`config.mk`:
```
export PLATFORM = sky130hd
export DESIGN_NAME = acr_top
export DESIGN_NICKNAME = d
export VERILOG_FILES = /design/src/acr_pkg.sv /design/src/acr_conv_if.sv /design/src/acr_clkdiv.sv /design/src/acr_sar.sv /design/src/acr_top.sv
export SDC_FILE = /design/constraint.sdc
export NUM_CORES = 1
export LEC_CHECK = 0
export BUFFER_PORTS_ARGS = -buffer_cell sky130_fd_sc_hd__buf_2
export CORE_MARGIN = 2
export CORE_UTILIZATION = 53
export DETAILED_ROUTE_END_ITERATION = 6
export PLACE_DENSITY = 0.82
export SYNTH_ARGS = -nofsm -noshare
export SYNTH_HDL_FRONTEND = slang
export SYNTH_SLANG_ARGS = --single-unit
```
`constraint.sdc`:
```
create_clock -name I_CLOCK -period 2.4 [get_ports I_CLOCK]
set_clock_uncertainty 0.15 [all_clocks]
set_input_delay 0.24 -clock I_CLOCK [delete_from_list [all_inputs] [get_ports I_CLOCK]]
set_output_delay 0.24 -clock I_CLOCK [all_outputs]
set_load 0.02 [all_outputs]
```
`src/acr_pkg.sv`:
```
// constants and types shared by the converter register control block
package acr_pkg;
  localparam int unsigned RES_W      = 10;
  localparam int unsigned NUM_INPUTS = 5;
  localparam int unsigned ADDR_W     = 8;
  localparam int unsigned DATA_W     = 8;

  localparam logic [7:0] OFF_CSR      = 8'h34;
  localparam logic [7:0] OFF_RES_HI   = 8'h35;
  localparam logic [7:0] OFF_RES_LO   = 8'h36;
  localparam logic [7:0] OFF_IRQ_STAT = 8'h37;
  localparam logic [7:0] OFF_IRQ_MASK = 8'h38;

  localparam int unsigned BIT_EOC   = 7;
  localparam int unsigned BIT_SPEED = 6;
  localparam int unsigned BIT_ON    = 5;
  localparam int unsigned BIT_SLOW  = 3;
  localparam int unsigned IRQ_DONE  = 0;
  localparam int unsigned IRQ_OVR   = 1;

  localparam logic [7:0] RST_REG = 8'h00;

  // converter clock ticks per phase
  localparam int unsigned SAMPLE_TICKS = 4;
  localparam int unsigned SETTLE_TICKS = 5;

  typedef enum logic [1:0] {DIV_1, DIV_2, DIV_4} acr_div_t;
  typedef enum logic [1:0] {SAR_IDLE, SAR_SAMPLE, SAR_HOLD} acr_sar_t;
endpackage

```
`src/acr_conv_if.sv`:
```
// link between register logic, converter clock divider and sequencer
`timescale 1ns/1ps
`default_nettype none
interface acr_conv_if #(parameter int unsigned RES_W = acr_pkg::RES_W);
  logic             enable;
  logic             restart;
  logic             comp;
  acr_pkg::acr_div_t div_sel;
  logic             tick;
  logic             done;
  logic             sample;
  logic [RES_W-1:0] code;
  logic [RES_W-1:0] result;
  modport ctl (output enable, restart, comp, div_sel, input tick, done, sample, code, result);
  modport div (input enable, restart, div_sel, output tick);
  modport sar (input enable, restart, comp, tick, output done, sample, code, result);
endinterface
`default_nettype wire

```
`src/acr_clkdiv.sv`:
```
// converter clock enable derived from the cpu clock
`timescale 1ns/1ps
`default_nettype none
module acr_clkdiv (
  input wire logic i_clk,
  input wire logic i_rst_n,
  acr_conv_if.div  cv
);
  typedef struct packed {
    logic [1:0] cnt;
    logic       tick;
  } acr_div_st_t;

  acr_div_st_t s_r;
  acr_div_st_t s_nxt;

  // phase counter restarts with each csr write that sets the on bit so the first tick is aligned
  always_comb begin
    s_nxt = s_r;
    s_nxt.tick = 1'b0;
    if (!cv.enable || cv.restart) begin
      s_nxt.cnt = 2'h0;
    end else begin
      s_nxt.cnt = s_r.cnt + 2'h1;
      case (cv.div_sel)
        acr_pkg::DIV_1: s_nxt.tick = 1'b1;
        acr_pkg::DIV_2: s_nxt.tick = s_r.cnt[0];
        acr_pkg::DIV_4: s_nxt.tick = (s_r.cnt == 2'h3);
        default:        s_nxt.tick = 1'b0;
      endcase
    end
  end

  always_ff @(posedge i_clk or negedge i_rst_n) begin
    if (!i_rst_n) begin
      s_r <= '0;
    end else begin
      s_r <= s_nxt;
    end
  end

  assign cv.tick = s_r.tick;

  AST_DIV1_EVERY: assert property (@(posedge i_clk) disable iff (!i_rst_n)
    (cv.enable && !cv.restart && cv.div_sel == acr_pkg::DIV_1) |=> cv.tick)
    else $error("full rate tick missing");
  AST_DIV4_GAP: assert property (@(posedge i_clk) disable iff (!i_rst_n)
    (cv.tick && cv.div_sel == acr_pkg::DIV_4 && $stable(cv.div_sel)) |=> !cv.tick[*3])
    else $error("quarter rate ticks too close");
endmodule
`default_nettype wire

```
`src/acr_sar.sv`:
```
// successive approximation sequencer: sample then hold, repeated while on
`timescale 1ns/1ps
`default_nettype none
module acr_sar #(
  parameter int unsigned RES_W        = acr_pkg::RES_W,
  parameter int unsigned SAMPLE_TICKS = acr_pkg::SAMPLE_TICKS,
  parameter int unsigned SETTLE_TICKS = acr_pkg::SETTLE_TICKS
) (
  input wire logic i_clk,
  input wire logic i_rst_n,
  acr_conv_if.sar  cv
);
  localparam int unsigned IW = $clog2(RES_W);

  // settle must cover three sync stages plus the agree step at full rate
  initial begin
    if (SAMPLE_TICKS < 1 || SAMPLE_TICKS > 256 || SETTLE_TICKS < 5 || SETTLE_TICKS > 256 || RES_W < 2)
      $error("acr_sar: unsupported parameters");
  end

  typedef struct packed {
    acr_pkg::acr_sar_t state;
    logic [7:0]        cnt;
    logic [IW-1:0]     idx;
    logic [RES_W-1:0]  code;
    logic [RES_W-1:0]  result;
    logic              done;
    logic              sample;
  } acr_sar_st_t;

  acr_sar_st_t s_r;
  acr_sar_st_t s_nxt;

  // restart wins over a tick so an aborted conversion never completes
  always_comb begin
    s_nxt = s_r;
    s_nxt.done = 1'b0;
    if (!cv.enable) begin
      s_nxt.state = acr_pkg::SAR_IDLE;
      s_nxt.sample = 1'b0;
      s_nxt.cnt = 8'h00;
    end else if (cv.restart || s_r.state == acr_pkg::SAR_IDLE) begin
      s_nxt.state = acr_pkg::SAR_SAMPLE;
      s_nxt.sample = 1'b1;
      s_nxt.cnt = 8'h00;
    end else if (cv.tick) begin
      case (s_r.state)
        acr_pkg::SAR_SAMPLE: begin
          if (s_r.cnt == 8'(SAMPLE_TICKS - 1)) begin
            s_nxt.state = acr_pkg::SAR_HOLD;
            s_nxt.sample = 1'b0;
            s_nxt.cnt = 8'h00;
            s_nxt.idx = IW'(RES_W - 1);
            s_nxt.code = {1'b1, {(RES_W-1){1'b0}}};
          end else begin
            s_nxt.cnt = s_r.cnt + 8'h01;
          end
        end
        acr_pkg::SAR_HOLD: begin
          if (s_r.cnt == 8'(SETTLE_TICKS - 1)) begin
            s_nxt.cnt = 8'h00;
            if (!cv.comp) begin
              s_nxt.code[s_r.idx] = 1'b0;
            end
            if (s_r.idx == '0) begin
              s_nxt.done = 1'b1;
              s_nxt.result = s_nxt.code;
              s_nxt.state = acr_pkg::SAR_SAMPLE;
              s_nxt.sample = 1'b1;
            end else begin
              s_nxt.idx = s_r.idx - IW'(1);
              s_nxt.code[s_r.idx - IW'(1)] = 1'b1;
            end
          end else begin
            s_nxt.cnt = s_r.cnt + 8'h01;
          end
        end
        default: s_nxt.state = acr_pkg::SAR_IDLE;
      endcase
    end
  end

  always_ff @(posedge i_clk or negedge i_rst_n) begin
    if (!i_rst_n) begin
      s_r <= '0;
    end else begin
      s_r <= s_nxt;
    end
  end

  assign cv.done = s_r.done;
  assign cv.sample = s_r.sample;
  assign cv.code = s_r.code;
  assign cv.result = s_r.result;

  AST_DONE_RESAMPLES: assert property (@(posedge i_clk) disable iff (!i_rst_n)
    cv.done |-> cv.sample)
    else $error("no new sample after completion");
  AST_OFF_QUIET: assert property (@(posedge i_clk) disable iff (!i_rst_n)
    !cv.enable |=> (!cv.sample && !cv.done))
    else $error("converter active while off");
endmodule
`default_nettype wire

```
`src/acr_top.sv`:
```
// register control of the 10-bit converter: csr, result bytes, interrupt
//
// Chosen here: the plain strobed port.
`timescale 1ns/1ps
`default_nettype none
module acr_top #(
  parameter int unsigned SAMPLE_TICKS = acr_pkg::SAMPLE_TICKS,
  parameter int unsigned SETTLE_TICKS = acr_pkg::SETTLE_TICKS
) (
  input  wire logic                             I_CLOCK,
  input  wire logic                             I_RST_N,
  input  wire logic [acr_pkg::ADDR_W-1:0]       I_ADDR,
  input  wire logic [acr_pkg::DATA_W-1:0]       I_WDATA,
  input  wire logic                             I_WRITE,
  input  wire logic                             I_READ,
  output logic      [acr_pkg::DATA_W-1:0]       O_RDATA,
  input  wire logic                             I_COMPARE,
  output logic      [acr_pkg::RES_W-1:0]        O_DAC_CODE,
  output logic                                  O_SAMPLE,
  output logic      [acr_pkg::NUM_INPUTS-1:0]   O_ANALOG_IN_EN,
  output logic                                  O_CONVERTER_ON,
  output logic                                  O_IRQ
);
  typedef struct packed {
    logic        speed;
    logic        conv_on;
    logic [2:0]  input_select;
    logic        slow;
    logic        eoc;
    logic [7:0]  res_hi;
    logic [1:0]  res_lo;
    logic [1:0]  irq_stat;
    logic [1:0]  irq_mask;
    logic [7:0]  rdata;
    logic        restart;
    logic [4:0]  ain_en;
    logic [2:0]  sync;
    logic        comp;
  } acr_top_st_t;

  acr_top_st_t s_r;
  acr_top_st_t s_nxt;

  acr_conv_if #(.RES_W(acr_pkg::RES_W)) cv ();

  // one-hot input enable; codes above four select nothing
  function automatic logic [4:0] sel_decode(input logic [2:0] sel);
    logic [4:0] oh;
    oh = 5'h00;
    if (sel < 3'h5) begin
      oh[sel] = 1'b1;
    end
    return oh;
  endfunction

  // register read mux; reserved positions read zero
  function automatic logic [7:0] reg_read(input logic [7:0] addr, input acr_top_st_t st);
    logic [7:0] d;
    d = 8'h00;
    case (addr)
      acr_pkg::OFF_CSR: begin
        d[acr_pkg::BIT_EOC] = st.eoc;
        d[acr_pkg::BIT_SPEED] = st.speed;
        d[acr_pkg::BIT_ON] = st.conv_on;
        d[2:0] = st.input_select;
      end
      acr_pkg::OFF_RES_HI: d = st.res_hi;
      acr_pkg::OFF_RES_LO: begin
        d[acr_pkg::BIT_SLOW] = st.slow;
        d[1:0] = st.res_lo;
      end
      acr_pkg::OFF_IRQ_STAT: d[1:0] = st.irq_stat;
      acr_pkg::OFF_IRQ_MASK: d[1:0] = st.irq_mask;
      default: d = 8'h00;
    endcase
    return d;
  endfunction

  logic wr_csr;
  logic rd_hi;

  assign wr_csr = I_WRITE && (I_ADDR == acr_pkg::OFF_CSR);
  assign rd_hi = I_READ && (I_ADDR == acr_pkg::OFF_RES_HI);

  // next state: bus writes and reads first, hardware sets last so sets win
  always_comb begin
    s_nxt = s_r;
    s_nxt.restart = 1'b0;
    s_nxt.rdata = 8'h00;

    // comparator from the analog side: three stages, take when last two agree
    s_nxt.sync = {s_r.sync[1:0], I_COMPARE};
    if (s_r.sync[2] == s_r.sync[1]) begin
      s_nxt.comp = s_r.sync[1];
    end

    if (I_WRITE) begin
      case (I_ADDR)
        acr_pkg::OFF_CSR: begin
          // done flag ignores its own written bit; a write with the on bit set clears it
          s_nxt.speed = I_WDATA[acr_pkg::BIT_SPEED];
          s_nxt.conv_on = I_WDATA[acr_pkg::BIT_ON];
          s_nxt.input_select = I_WDATA[2:0];
          if (I_WDATA[acr_pkg::BIT_ON]) begin
            s_nxt.restart = 1'b1;
            s_nxt.eoc = 1'b0;
          end
        end
        acr_pkg::OFF_RES_LO: s_nxt.slow = I_WDATA[acr_pkg::BIT_SLOW];
        acr_pkg::OFF_IRQ_STAT: s_nxt.irq_stat = s_r.irq_stat & ~I_WDATA[1:0];
        acr_pkg::OFF_IRQ_MASK: s_nxt.irq_mask = I_WDATA[1:0];
        default: s_nxt.irq_mask = s_r.irq_mask;
      endcase
    end

    if (I_READ) begin
      s_nxt.rdata = reg_read(I_ADDR, s_r);
    end
    if (rd_hi) begin
      s_nxt.eoc = 1'b0;
    end

    // completion loads both bytes in one edge so a pair read stays coherent
    if (cv.done) begin
      s_nxt.res_hi = cv.result[9:2];
      s_nxt.res_lo = cv.result[1:0];
      s_nxt.eoc = 1'b1;
      s_nxt.irq_stat[acr_pkg::IRQ_DONE] = 1'b1;
      // previous result never fetched: flag the loss
      if (s_r.eoc && !rd_hi) begin
        s_nxt.irq_stat[acr_pkg::IRQ_OVR] = 1'b1;
      end
    end

    s_nxt.ain_en = sel_decode(s_nxt.input_select);
  end

  always_ff @(posedge I_CLOCK or negedge I_RST_N) begin
    if (!I_RST_N) begin
      s_r <= '0;
    end else begin
      s_r <= s_nxt;
    end
  end

  // divider selection from slow and speed; slow dominates
  always_comb begin
    if (s_r.slow) begin
      cv.div_sel = acr_pkg::DIV_4;
    end else if (s_r.speed) begin
      cv.div_sel = acr_pkg::DIV_1;
    end else begin
      cv.div_sel = acr_pkg::DIV_2;
    end
  end

  assign cv.enable = s_r.conv_on;
  assign cv.restart = s_r.restart;
  assign cv.comp = s_r.comp;

  acr_clkdiv u_div (
    .i_clk   (I_CLOCK),
    .i_rst_n (I_RST_N),
    .cv      (cv.div)
  );

  acr_sar #(
    .RES_W        (acr_pkg::RES_W),
    .SAMPLE_TICKS (SAMPLE_TICKS),
    .SETTLE_TICKS (SETTLE_TICKS)
  ) u_sar (
    .i_clk   (I_CLOCK),
    .i_rst_n (I_RST_N),
    .cv      (cv.sar)
  );

  // outputs; irq is a level from registered status and mask
  assign O_RDATA = s_r.rdata;
  assign O_DAC_CODE = cv.code;
  assign O_SAMPLE = cv.sample;
  assign O_ANALOG_IN_EN = s_r.ain_en;
  assign O_CONVERTER_ON = s_r.conv_on;
  assign O_IRQ = |(s_r.irq_stat & s_r.irq_mask);

  AST_EOC_SET: assert property (@(posedge I_CLOCK) disable iff (!I_RST_N)
    cv.done |=> s_r.eoc)
    else $error("done flag not set on completion");
  AST_EOC_CLR: assert property (@(posedge I_CLOCK) disable iff (!I_RST_N)
    (rd_hi && !cv.done) |=> !s_r.eoc)
    else $error("done flag not cleared by high read");
  AST_EOC_RO: assert property (@(posedge I_CLOCK) disable iff (!I_RST_N)
    (wr_csr && !I_WDATA[acr_pkg::BIT_ON] && !cv.done) |=> (s_r.eoc == $past(s_r.eoc)))
    else $error("done flag changed by write");
  AST_ON_BIT: assert property (@(posedge I_CLOCK) disable iff (!I_RST_N)
    wr_csr |=> (O_CONVERTER_ON == $past(I_WDATA[acr_pkg::BIT_ON])))
    else $error("converter on bit not taken");
  AST_SEL_FOUR: assert property (@(posedge I_CLOCK) disable iff (!I_RST_N)
    (wr_csr && I_WDATA[2:0] == 3'h4) |=> (O_ANALOG_IN_EN == 5'h10))
    else $error("input four not selected");
  AST_ABORT: assert property (@(posedge I_CLOCK) disable iff (!I_RST_N)
    (wr_csr && I_WDATA[acr_pkg::BIT_ON] && !cv.done) |=> (!s_r.eoc && s_r.restart) ##1 O_SAMPLE)
    else $error("write while on did not restart");
  AST_RES_LOAD: assert property (@(posedge I_CLOCK) disable iff (!I_RST_N)
    cv.done |=> ({s_r.res_hi, s_r.res_lo} == $past(cv.result)))
    else $error("result bytes not loaded");
  AST_LO_ZERO: assert property (@(posedge I_CLOCK) disable iff (!I_RST_N)
    (I_READ && I_ADDR == acr_pkg::OFF_RES_LO) |=> (O_RDATA[7:4] == 4'h0 && !O_RDATA[2]))
    else $error("reserved low bits not zero");
  AST_RES_HOLD: assert property (@(posedge I_CLOCK) disable iff (!I_RST_N)
    !cv.done |=> ($stable(s_r.res_hi) && $stable(s_r.res_lo)))
    else $error("result changed between completions");
  AST_HI_READ: assert property (@(posedge I_CLOCK) disable iff (!I_RST_N)
    rd_hi |=> (O_RDATA == s_r.res_hi || $past(cv.done)))
    else $error("high byte read mismatch");

  COV_DONE: cover property (@(posedge I_CLOCK) disable iff (!I_RST_N) cv.done);
  COV_PAIR_READ: cover property (@(posedge I_CLOCK) disable iff (!I_RST_N)
    (s_r.eoc && I_READ && I_ADDR == acr_pkg::OFF_RES_LO) ##1 rd_hi);
  COV_ABORT: cover property (@(posedge I_CLOCK) disable iff (!I_RST_N)
    (wr_csr && s_r.conv_on && !O_SAMPLE));
  COV_IRQ: cover property (@(posedge I_CLOCK) disable iff (!I_RST_N) O_IRQ);
endmodule
`default_nettype wire

```
# Yosys cells after proc, flatten, opt, wreduce, memory -nomap -nowiden
# Index checks and enable logic that the tools add are counted.
# classes
eq_ne	21
bitwise_logic	7
n_lt_le_gt_ge	7
muxes	59
add_sub_neg	3
reduce_logical	30
# op_table
cell	count
$mux 10	8
$pmux 22 s2	1
$eq 8x6->1 const B	5
$mux 36	1
$mux 14	2
$mux 26	1
$mux 8	3
$mux 1	19
$mux 2	7
$mux 13	1
$mux 12	1
$ne 4x2->1 const B	3
$reduce_and 6->1	2
$mux 11	1
$and 10x10->10	1
$lt 4x5->1 const B	2
$mux 5	2
$not 10->10	1
$or 10x10->10	1
$pmux 2 s5	1
$reduce_and 2->1	5
$reduce_bool 3->1	3
$add 8x1->8 const B	1
$demux 1 s4	2
36 further kinds	53
# totals
elab_cells	151
in_bits	21
output_inout_bits	26
regBits	78

# Depth between registers and ports, before layout
# logic_depth
word_depth	19
mapped_depth	8
mapped_depth_nobuf	6

# Cells and area by module
# Synthesis repeated with hierarchy kept, for this count alone.
# hier_totals
cells_unflattened	400
area_unflattened_um2	4105.2
# modules_own_cells
mod	area_per_inst_um2	n_inst	cells_each	seq_area_each_um2
acr_sar	2155.8	1	243	900.9
acr_top	1820.5	1	147	975.9
acr_clkdiv	128.9	1	10	75.1

# Worst setup path after synthesis
# No wires, ideal clock.
# synth_path
path_kind	register -> register
start	reg u_sar.s_r[29] (netlist bit)
end	reg u_sar.s_r (netlist bit u_sar.cv.code[0])
setup_slack_ps	-110
arrival_time_ps	2234
period_less_slack_ps	2510
path_buffers	3
t_required_ps	2124
setup_ps	126
stages_incl_launch_ff	8
cell_sequence	dfrtp_1 buf_6 or4_4 buf_6 o31a_4 or3_1 buf_6 a221o_1
# synth_between
elab_chain_len	3
word_cells_on_any_way	5
cone_classes	eq/ne (4); reduce/logical (1)
# synth_lines
element	line_no	source
start, declared	acr_sar.sv:31	acr_sar_st_t s_r;
start signal, assigned	acr_sar.sv:87	s_r <= s_nxt;
$eq 8x3->1 or $eq 8x2->1 (tied branches)	acr_sar.sv:60, acr_sar.sv:49	
$ne 2x1->1 (no line)	-	
$reduce_and 6->1 (no line) (*)	-	
# Every way passes the cells marked *; elsewhere a longest branch is shown, timed or not.
# A chain may end at the register's enable or synchronous reset.

# Worst setup path after layout
# layout_path
start	reg u_sar.s_r[33] (netlist bit)
end	reg u_sar.s_r (netlist bit u_sar.cv.code[1])
# Same word-level chain as after synthesis.

==> run metrics <==
status finished clean; H-tree depth 3; Synth top cells by count 78 x dfrtp_1, 29 x nand2_1, 28 x o21ai_0; via count 3,085; R2R depth 5; Clock transition at path regs 90 ps; initial antenna violation count 0; area of the mapped netlist 4010 sq um; worst reg-to-reg setup slack 70 ps; final hold viol count 0; power share of the sequential group 42.3%; worst hold margin 25.5 ps; Die Width 90.9 um; final setup fails 0; grt met2 use 34.8%; most frequent cell after synthesis dfrtp_1; routed length per instance 16.0 um; TritonCTS clock tree done; Crit Path Category reg2reg; post-synthesis sequential area ratio 48.7%; Crit-path slowest cell or4_4; routability cong. 0.872; GR Util met3 5.23%; most used routing layer in global routing met2; largest net degree at the start of global routing 79; worst reg2reg path endpoint u_sar.cv.code[1]$_DFFE_PN0P_; IO Count 47; fraction of final layout cells sized beyond drive strength 1 27.4%; fin crit share 97.0%; number of I/O port buffers 44; top-area cell type share of the netlist area 48.7%; Yosys cell types 58; Critical Path Fanout Max 8; root buf cell clkbuf_8; main combinational cell family by area after synthesis simple AND/OR/NAND/NOR gates; Sw Pwr 1.27 mW; per-instance average area after synthesis 10.4 sq um; first-pass GRT wire length 14.6 mm; DIE HEIGHT 90.9 um; Reg2Reg Launch Point u_sar.s_r[33]$_DFFE_PN0P_; Synth Flop Type dfrtp_1; Lkg Pwr 2.11 nW; CP endpoint u_sar.cv.code[1]$_DFFE_PN0P_; diodes inserted 0; 1st-pass router iterations 4; Die Area 8270 sq um; Initial DRC Count 194; P_int 2.22 mW; beginning of the worst hold path I_WDATA[1]; switching portion of total power 36.4%; Final Util 62.9%; Routed WL 8.52 mm; GR met1 Demand/Resource 29.8%; # rows 31; YS warnings 0; number of enable flip-flop cells after synthesis 0; #FFs+latches synth 78; ranking of synthesized cells by area dfrtp_1 49%, mux2_2 4.8%, buf_4 4.3%; Via density 5.79; area leader, netlist dfrtp_1; CTS Sinks 78; CP Cell Sequence or4_4 -> o31a_4 -> or3_4 -> buf_6 -> a22o_1; Critical Path End Type flop; final-report max-slew violation count 0; vias in the first global route 3,030; crit start category flop; crit path time final 2330 ps; Synth Area in Compound Gates 15.2%; CP Data Required Time 2500 ps; Post-Synth Adder-Cell Area 2.44%; Area Overhead vs Synth 14.6%; clock share of power 26.7%; Critical path origin u_sar.s_r[33]$_DFFE_PN0P_; Initial Utilization 54.9%; Final HPWL DP 5.75 mm; PwrDens 760 nW/um^2; WP data arrival 2430 ps; Total Nets Final 457; critical path's largest stage delay 580 ps; clock buffer depth 2; post-synthesis simple-gate area fraction 17.7%; Syn Nets 415; post-route ant nets 0; Hold WC Path Type in2reg; relative slew slack 63.1%; f_max 429 MHz; cells after synthesis 387; Async SR Flop Fraction 100%; # DRC 0; Gate power share 31.0%; core area 7290 sq um; clock latency on the worst-skew pair 360 ps; worst slew pin tran 549 ps; CTS Buf Count 9; Max rail drop VDD 0.000752 V; multiplexer share of the synthesized area 7.15%; XOR/XNOR share of the synthesized area 0%; gr ovfl total 0; max-cap violations 0; GRT Util Overall 21.9%
-- placed cells by master (no fill, tap or decap), types with 3 or more instances in the layout --
master,instances
dfrtp_1,78
buf_2,43
nand2_1,29
o21ai_0,28
buf_4,23
inv_1,19
nor2_1,19
mux2_2,17
nand3_1,12
nand4_1,11
clkbuf_8,9
nand2b_1,8
a22o_1,8
o31ai_1,8
a31oi_1,7
ha_1,7
dlygate4sd3_1,7
mux2i_1,5
nor3b_1,5
nor2b_1,5
a21oi_1,5
o22ai_1,5
and2_1,4
o41ai_2,4
or3_1,3
o2bb2ai_1,3
and3_1,3
nor3_1,3
clkinvlp_4,3
-- cell families (layout without fill, tap and decap cells) --
family,Yosys count,after routing
simple gates,125,125
compound gates,88,88
flops,78,78
buf+inv,64,111
mux,24,24
fa+ha+maj,8,8
-- worst max-delay path: cells and delay by family, from the launching register on --
family          cells  cell delay, ps
compound gates      2             580
buf+inv             1             150
flops               1             390
simple gates        2             960
-- worst min path at each step --
stage                                       end  slack (ps)  cells after the start
floorplan           O_ANALOG_IN_EN[0]$_DFF_PN0_        -210                      0
global placement    O_ANALOG_IN_EN[0]$_DFF_PN0_         140                      2
detailed placement  O_ANALOG_IN_EN[0]$_DFF_PN0_         140                      2
CTS                         s_r[19]$_DFFE_PN0P_          20                      2
global route                s_r[19]$_DFFE_PN0P_          10                      2
finish                      s_r[19]$_DFFE_PN0P_          30                      2
-- per-stage QoR --
step | worst slack, ps | power [mW] | area, sq um | instances | TNS [ps]
6_report | 71.2 | 3.49 | 4590 | 533 | 0
5_1_grt | -13.5 | 3.72 | 4590 | 533 | -14.1
4_1_cts | 21.5 | 3.43 | 4520 | 530 | 0
3_5_place_dp | 15.3 | 2.47 | 4250 | 506 | 0
3_3_place_gp | 79.4 | 2.44 | 4250 | 506 | 0
2_1_floorplan | -72.4 | 2.17 | 4010 | 387 | -72.4
-- sequential cells by signal, indices dropped and copies added (netlist names) --
signal,flops
s_nxt,2
u_div.cv.tick,1
u_sar.cv.sample,1
u_sar.s_r,14
u_sar.cv.done,1
O_ANALOG_IN_EN,5
O_RDATA,8
cv.restart,1
u_sar.cv.result,10
cv.comp,1
s_r,21
u_sar.cv.code,10
O_CONVERTER_ON,1
u_div.s_r,2
-- per-layer routing --
layer	vias to the layer above	wire (um)
met5	-	0
met4	0	112
met3	12	662
met2	136	4120
met1	1458	3630
li1	1479	-
-- power groups by stage --
stage	sequential [mW]	combinational, mW	clock, mW
6_report	1.47	1.08	0.933
5_1_grt	1.49	1.21	1.02
4_1_cts	1.48	1.00	0.949
3_5_place_dp	1.50	0.968	0
3_3_place_gp	1.50	0.946	0
2_1_floorplan	1.49	0.678	0
-- final cells by class --
class / count / area, sq um
clock inverters: 7 / 62.6
multi-input cells: 245 / 1760
flip-flops and latches: 78 / 1950
repair buffers: 76 / 500
fillers: 585 / 2700
inverters: 19 / 71.3
clock buffers: 9 / 124
well taps: 99 / 124
-- timing repair --
action	in CTS	in global routing
hold buffers	7	0
resized for setup	2	7
endpoints found under the setup margin	2	11
hold endpoints to repair	85	0
pin swaps	0	2
buffers inserted	1	3
Note: power is estimated with default switching activity, not from simulation.
